File: src/inc/host_port_regs.svh
`ifndef HOST_PORT_REGS_SVH
`define HOST_PORT_REGS_SVH

// Strap level that selects style 16
`define HP_STYLE16_LEVEL 1'b1
// Number of serial channels
`define HP_NUM_CH 4
// Register address width
`define HP_REG_AW 3
// Channel address width in style 68
`define HP_CH_AW 2
// Reset value of the basic-mode flag per channel
`define HP_BASIC_RST 1'b1

`endif

File: src/inc/host_port_pkg.sv
package host_port_pkg;

	typedef enum logic [1:0] {
		STYLE_16 = 2'b01,
		STYLE_68 = 2'b10
	} bus_style_t;

	// One decoded access toward the channels
	typedef struct packed {
		logic [3:0] ch_sel;
		logic       rd;
		logic       wr;
		logic [2:0] reg_addr;
	} access_t;

endpackage : host_port_pkg

File: src/irq_merge.sv
`timescale 1ns/10ps
`include "host_port_regs.svh"

module irq_merge #(
	parameter int NUM_CH = `HP_NUM_CH
) (
	// Clock and reset
	input  wire logic              clk_i,
	input  wire logic              rst_b_i,
	// Channel requests
	input  wire logic [NUM_CH-1:0] ch_irq_i,
	// Open-drain request pin, enable low drives low
	output logic                   irq_o,
	output logic                   irq_oe_b_o
);
	logic any_d;
	logic any_q;

	always_comb begin
		any_d = |ch_irq_i;
	end

	always_ff @(posedge clk_i) begin
		if (!rst_b_i) begin
			any_q <= 1'b0;
		end else begin
			any_q <= any_d;
		end
	end

	// Pin only ever pulled low; released otherwise
	assign irq_o      = 1'b0;
	assign irq_oe_b_o = ~any_q;

endmodule : irq_merge

File: src/host_bus_port.sv
`timescale 1ns/10ps
`include "host_port_regs.svh"
// Summary of operation
// - Strap high gives style 16 strobes, selects.
// - Strap low: write pin is direction, read ignored.
// - Style 68 merges channel interrupts, open drain.
// - Variants without strap stay in style 16.
// - Register address decoded same in both styles.
// - Power up in basic mode until programmed.
// - Style 68: shared select plus channel bits.
// - Style 16: each select enables its channel.
// - Third address bit joins register decode.

module host_bus_port #(
	parameter bit HAS_STYLE_PIN = 1'b1,
	parameter int NUM_CH        = `HP_NUM_CH
) (
	// Clock and reset
	input  wire logic              clk_i,
	input  wire logic              rst_b_i,
	// Bus style strap
	input  wire logic              style_sel_i,
	// Host bus pins
	input  wire logic              read_strobe_b_i,
	input  wire logic              write_strobe_b_i,
	input  wire logic [NUM_CH-1:0] per_channel_selects_b_i,
	input  wire logic [1:0]        channel_addr_bits_i,
	input  wire logic              register_addr_bit0_i,
	input  wire logic              register_addr_bit1_i,
	input  wire logic              register_addr_bit2_i,
	// Enhanced features programmed per channel
	input  wire logic [NUM_CH-1:0] enh_prog_i,
	// Channel interrupts
	input  wire logic [NUM_CH-1:0] channel_interrupt_outputs_i,
	// Decoded access toward channels
	output host_port_pkg::access_t acc_o,
	output host_port_pkg::bus_style_t style_o,
	output logic [NUM_CH-1:0]      basic_mode_o,
	// Interrupt pins
	output logic [NUM_CH-1:0]      ch_irq_o,
	output logic                   irq_o,
	output logic                   irq_oe_b_o
);
	host_port_pkg::bus_style_t style_d;
	host_port_pkg::bus_style_t style_q;
	host_port_pkg::access_t    acc_d;
	host_port_pkg::access_t    acc_q;
	logic [NUM_CH-1:0]         basic_d;
	logic [NUM_CH-1:0]         basic_q;
	logic [NUM_CH-1:0]         sel68;
	logic [NUM_CH-1:0]         irq_d;
	logic [NUM_CH-1:0]         irq_q;
	logic [NUM_CH-1:0]         irq68;
	logic                      sel_any;

	// Strap re-sampled each cycle; board keeps it static
	always_comb begin
		if (HAS_STYLE_PIN && style_sel_i != `HP_STYLE16_LEVEL) begin
			style_d = host_port_pkg::STYLE_68;
		end else begin
			style_d = host_port_pkg::STYLE_16;
		end
	end

	// One-hot channel decode from the shared select
	genvar g;
	generate
		for (g = 0; g < NUM_CH; g++) begin : g_ch
			assign sel68[g] = !per_channel_selects_b_i[0] &&
				(channel_addr_bits_i == 2'(g));
		end
	endgenerate

	always_comb begin
		acc_d = '0;
		acc_d.reg_addr = {register_addr_bit2_i, register_addr_bit1_i,
			register_addr_bit0_i};
		case (style_q)
			host_port_pkg::STYLE_16: begin
				acc_d.ch_sel = ~per_channel_selects_b_i;
				sel_any      = |acc_d.ch_sel;
				acc_d.rd     = sel_any && !read_strobe_b_i;
				acc_d.wr     = sel_any && !write_strobe_b_i;
			end
			host_port_pkg::STYLE_68: begin
				// Read strobe pin not looked at here
				acc_d.ch_sel = sel68;
				sel_any      = |sel68;
				acc_d.rd     = sel_any && write_strobe_b_i;
				acc_d.wr     = sel_any && !write_strobe_b_i;
			end
			default: begin
				sel_any = 1'b0;
			end
		endcase
	end

	// Basic mode until software enables extras
	always_comb begin
		basic_d = basic_q & ~enh_prog_i;
	end

	always_comb begin
		if (style_q == host_port_pkg::STYLE_68) begin
			irq_d = '0;
		end else begin
			irq_d = channel_interrupt_outputs_i;
		end
	end
	assign irq68 = (style_q == host_port_pkg::STYLE_68) ?
		channel_interrupt_outputs_i : '0;

	always_ff @(posedge clk_i) begin
		if (!rst_b_i) begin
			style_q <= host_port_pkg::STYLE_16;
			acc_q   <= '0;
			basic_q <= {NUM_CH{`HP_BASIC_RST}};
			irq_q   <= '0;
		end else begin
			style_q <= style_d;
			acc_q   <= acc_d;
			basic_q <= basic_d;
			irq_q   <= irq_d;
		end
	end

	irq_merge #(
		.NUM_CH(NUM_CH)
	) u_irq (
		.clk_i      (clk_i),
		.rst_b_i    (rst_b_i),
		.ch_irq_i   (irq68),
		.irq_o      (irq_o),
		.irq_oe_b_o (irq_oe_b_o)
	);

	assign acc_o        = acc_q;
	assign style_o      = style_q;
	assign basic_mode_o = basic_q;
	assign ch_irq_o     = irq_q;
endmodule : host_bus_port

File: config.mk
export PLATFORM = sky130hd
export DESIGN_NAME = host_bus_port
export DESIGN_NICKNAME = d
export VERILOG_FILES = /design/src/inc/host_port_pkg.sv /design/src/irq_merge.sv /design/src/host_bus_port.sv
export VERILOG_INCLUDE_DIRS = /design/src /design/src/inc
export SDC_FILE = /design/constraint.sdc
export NUM_CORES = 1
export LEC_CHECK = 0
export BUFFER_PORTS_ARGS = -buffer_cell sky130_fd_sc_hd__buf_4
export CAP_MARGIN = 20
export CORE_ASPECT_RATIO = 0.9
export CORE_MARGIN = 3
export CORE_UTILIZATION = 43
export CTS_CLUSTER_DIAMETER = 150
export CTS_CLUSTER_SIZE = 12
export DETAILED_ROUTE_END_ITERATION = 7
export GPL_TIMING_DRIVEN = 0
export PLACE_DENSITY = 0.84
export SETUP_SLACK_MARGIN = 0.1
export SLEW_MARGIN = 30
export SYNTH_ARGS = -nofsm -noshare
export SYNTH_HDL_FRONTEND = slang
export SYNTH_SLANG_ARGS = --single-unit
File: constraint.sdc
create_clock -name clk_i -period 2.7 [get_ports clk_i]
set_clock_uncertainty 0.2 [all_clocks]
set_input_delay 0.135 -clock clk_i [delete_from_list [all_inputs] [get_ports clk_i]]
set_output_delay 0.135 -clock clk_i [all_outputs]
set_load 0.03 [all_outputs]
== Word level (Yosys, flattened, before mapping) ==
Cells that the tools add are included.

* Flip-flop bits (word level): 20
* Input port bits: 22
* Output and inout port bits: 21
* Logic and storage cells: 37

* Equality and inequality tests: 5
* Mux-type cells: 3
* Bitwise gates (word level): 5
* Reductions and logical operators: 16

{| class="wikitable"
|+ Operator list
! cell !! number
|-
| one-hot mux 6 bit (2 select lines) || 1
|-
| OR reduction 4 bit || 3
|-
| logical AND 1 bit || 8
|-
| inverter 4 bit || 2
|-
| equality test 2 bit (second input constant) || 3
|-
| AND 4 bit || 1
|-
| equality test 2 x 1 -> 1 bit (second input constant) || 2
|-
| two-way mux 4 bit || 1
|-
| logical NOT 1 bit || 3
|-
| logical NOT 2 bit || 1
|-
| two-way mux 2 bit || 1
|-
| inverter 1 bit || 2
|-
| OR reduction 2 bit || 1
|}

== Longest topological paths before layout ==
* Word-level depth: 5
* Depth in mapped cells: 5
* Depth with buffers taken out: 5

== By module ==
A second synthesis with hierarchy kept.

* Cell total of the unflattened synthesis: 71
* Area total of the unflattened synthesis: 709.4 µm²

{| class="wikitable"
|+ By module, submodules not included
! module !! instances !! cells an instance !! area each (µm²) !! seq. area each (µm²)
|-
| host_bus_port || 1 || 66 || 663.1 || 380.4
|-
| irq_merge || 1 || 5 || 46.3 || 20.0
|}

== Worst setup path before layout ==
Ideal clock, no wire load.

* Path kind: register -> register
* Start point: reg style_q[0], in the netlist style_o[0]
* End point: reg acc_q (netlist bit acc_o[3])
* Library setup time: 0.078 ns
* Arrival time: 1.361 ns
* Required time: 2.422 ns
* Setup slack: 1.061 ns
* Cell stages (with the launch flop): 6
* Path buffers: 0
* Period minus slack after synthesis: 1.639 ns
* Cell sequence: dfxtp_1 > inv_1 > ha_1 > nand2b_4 > a41o_1 > nor3_1

* Cells in the longest elaborated chain, start to end: 2
* Elaborated cells between the ends (all ways): 3
* Classes of those cells: eq/ne (2); mux (1)

{| class="wikitable"
|+ Ends and longest elaborated chain
! item !! RTL line !! text
|-
| from (decl) || host_bus_port.sv:45 || <nowiki>host_port_pkg::bus_style_t style_q;</nowiki>
|-
| from (signal assigned) || host_bus_port.sv:115 || <nowiki>style_q <= host_port_pkg::STYLE_16;</nowiki>
|-
| from (signal assigned) || host_bus_port.sv:120 || <nowiki>style_q <= style_d;</nowiki>
|-
| equality test 2 bit or equality test 2 x 1 -> 1 bit (tied branches) || host_bus_port.sv:78 || <nowiki>case (style_q)</nowiki>
|-
| one-hot mux 6 bit (2 select lines) * || host_bus_port.sv:78 ||
|-
| to (signal assigned) || host_bus_port.sv:116 || <nowiki>acc_q <= '0;</nowiki>
|-
| to (signal assigned) || host_bus_port.sv:121 || <nowiki>acc_q <= acc_d;</nowiki>
|-
| to (decl) || host_bus_port.sv:47 || <nowiki>host_port_pkg::access_t acc_q;</nowiki>
|}

Mark *: on every way between the ends. The rest lies on a longest branch, timed or not.
A chain may end at the register's enable or synchronous reset.

== Worst setup path in the final report ==
* Start point: reg style_q[0], in the netlist style_o[0]
* End point: reg acc_q (netlist bit acc_o[6])

Same word-level chain as after synthesis.

==> flow_summary.toml <==
[status]
status = "finished, final reports clean"

[logic_synthesis]
ys_types = 20
avgSynthCellArea_sq_um = 9.88
syn_area_sq_um = 692
syn_inst = 70
synth_top_cell_by_area = "dfxtp_1"
ys_warn_count = 0
synth.top_cell.area_share_pct = 57.9
seq_area_frac_synth_pct = 57.9
synth_nets = 94
synth.area.top_cells = "dfxtp_1 58%, and2_1 6.3%, inv_1 5.4%, ha_1 3.6%, nand2b_1 3.6%"
ys_ff_latch = 20

[grt]
grt_antenna_before_repair = 0
grt_max_degree = 12
grt_pass1_wl_microns = 4120
gr-total-overflow = 0
grt_pass1_vias = 880
grt_usage_pct = 27.7

[cts]
post_cts_buffers = 0
clk_latency_ns = 0.30
path_clk_slew_ns = 0.12
root_buffer = "clkbuf_4"
cts.htree.levels = 1
clockBufferDepth = 2
cts_tree = "yes"
clock_sinks = 20
cts_buffers = 3

[critical_path]
r2r_start = "style_o[0]$_SDFF_PN1_"
ff2ff_setup_slack_ns = 0.21
r2r_cells = 7
cpMostUsedCell = "dlygate4sd3_1"
cpMaxStageDelayCell = "dlygate4sd3_1"
cp_cell_sequence = "inv_1 -> ha_1 -> and2b_2 -> nand3b_1 -> dlygate4sd3_1 -> a21oi_1 -> dlygate4sd3_1"
startpoint_type = "register"
r2r_end = "acc_o[6]$_SDFF_PN0_"
crit_path_start = "style_o[0]$_SDFF_PN1_"
required_ns = 2.75
crit_end = "acc_o[6]$_SDFF_PN0_"
crit_arrival_ns = 2.55
cpPeakStageDelay_ns = 0.56
end_kind = "register"
worstSetupPathType = "reg2reg"
crit_path_max_fanout = 5

[detailed_routing]
postRouteAntennaNets = 0
remaining_drc_errors = 0
dr_total_vias = 796
drtPass1Iterations = 4
wl_per_cell_microns = 15.5
via_per_inst = 4.91
wl_microns = 2510
drtIter0Drc = 29

[final_layout]
nNetsFinal = 165
instances_no_fill = 162
fillerInstances = 67
antennaDiodeCount = 0
finalInstanceArea_sq_um = 1320
mostFrequentLayoutCell = "buf_4"
multiInputGateArea_sq_um = 243
drive_above_1_share_pct = 35.7
layout_common_cells = "42 x buf_4, 25 x dlygate4sd3_1, 19 x dfxtp_1"
seqCellArea_sq_um = 402
area_growth_pct = 90.2

[min_path]
worst_hold_path_type = "in2reg"

[placed_design]
dp_hpwl_microns = 1200
port_buffers = 41
dp.cells = 133
place_congestion = 0.777
placed_area_sq_um = 1030

[floorplanning]
die-area_sq_um = 2130
ioPinCount = 43
start_util_pct = 46.7
die_x_microns = 48.3
row_count = 13
core_sq_um = 1480
die_y_microns = 44.1

[sta]
period_share_pct = 92.3
finalHoldViolations = 0
max_freq_mhz = 401
grt_setup_unrepaired = "false"
min_period_ns = 2.49
final_max_slew_viol_count = 0
setup_violations = 0
fin_setup_tns_ns = 0

[pwr]
ir_drop_uv = 369
powerDensity_nw_per_um2 = 497
leakage_nw = 0.653
p_total_mw = 0.654

[run]
cap_violations = 0
[power by group]
| group | internal, mW | total [mW] | leakage, nW | switching [mW] |
|---|---|---|---|---|
| sequential | 0.311 | 0.318 | 0.165 | 0.00645 |
| combinational | 0.0781 | 0.154 | 0.466 | 0.0764 |
| clock | 0.0821 | 0.181 | 0.0210 | 0.0993 |
| total | 0.472 | 0.654 | 0.653 | 0.182 |
[what timing repair did]
action	CTS	global route
setup endpoints to repair	0	1
endpoints found under the hold margin	20	0
hold buffers	25	0
gates resized for setup	0	2
[how the worst min path moves through the flow]
stage / start / endpoint / slack (ns) / cells after the start
floorplan: write_strobe_b_i / acc_o[3]$_SDFF_PN0_ / 0.01 / 1
global placement: enh_prog_i[0] / basic_mode_o[0]$_SDFF_PN1_ / 0.12 / 2
global route: per_channel_selects_b_i[3] / acc_o[4]$_SDFF_PN0_ / 0.07 / 3
finish: per_channel_selects_b_i[3] / acc_o[4]$_SDFF_PN0_ / 0.08 / 3
CTS: per_channel_selects_b_i[3] / acc_o[4]$_SDFF_PN0_ / 0.03 / 3
detailed placement: enh_prog_i[0] / basic_mode_o[0]$_SDFF_PN1_ / 0.12 / 2
[per-stage QoR]
stage               utilization, %  hold WS, ns  setup slack (ns)
global placement              69.4        0.118              1.20
detailed placement            69.4        0.123              1.14
finish                        88.9       0.0785             0.207
floorplan                        -       0.0143              1.06
global route                  88.9       0.0722             0.111
CTS                           88.8       0.0302             0.277
[critical path: cells and delay by family, from the launching register on]
family	cells	cell delay [ns]
AO/OA/AOI/OAI	1	0.15
adder cells (fa/ha/maj)	1	0.25
buffers and inverters	3	1.17
flip-flops	1	0.35
AND/OR/NAND/NOR	2	0.32
[metal layers]
layer	track usage [%]	part of all wire (%)	up-vias
li1	-	-	362
met1	28.8	33	361
met2	49.2	54	53
met3	3.66	6.5	20
met4	18.3	6.5	0
met5	0	0	-
[registers in the layout (all words and copies together) (netlist names)]
signal	cells
acc_o	9
basic_mode_o	4
ch_irq_o	4
style_o	2
u_irq.any_q	1
[cells by family (layout without fill, tap and decap cells)]
logic type                 after synthesis  count (layout)  share of synthesized area, %
AOI/OAI and AO/OA                       11              11                          9.40
adders and majority gates                2               2                          3.62
buffers and inverters                   12              82                          7.23
DFF                                     20              20                          57.9
other                                    1               1                         0.542
and+or+nand+nor                         24              24                          21.3
[cells in the mapped netlist]
library cell   n
dfxtp_1       20
inv_1         10
and2_1         7
a21oi_1        4
nand2b_1       4
o21ai_0        4
nor2_1         3
and2b_1        2
ha_1           2
nand2_1        2
nand3b_1       2
nor3_1         2
a32oi_1        1
a41o_1         1
buf_2          1
buf_4          1
conb_1         1
nand2b_4       1
nor4_1         1
o22ai_1        1
[layout make-up]
| type | instances | area share [%] |
|---|---|---|
| inverter | 10 | 2.85 |
| multi-input combinational | 38 | 18.4 |
| tap | 22 | 2.09 |
| clock buffer | 4 | 2.76 |
| timing repair buffer | 66 | 42.4 |
| sequential | 20 | 30.5 |
| buffer | 2 | 0.951 |
(Power assumes the default switching activity.)
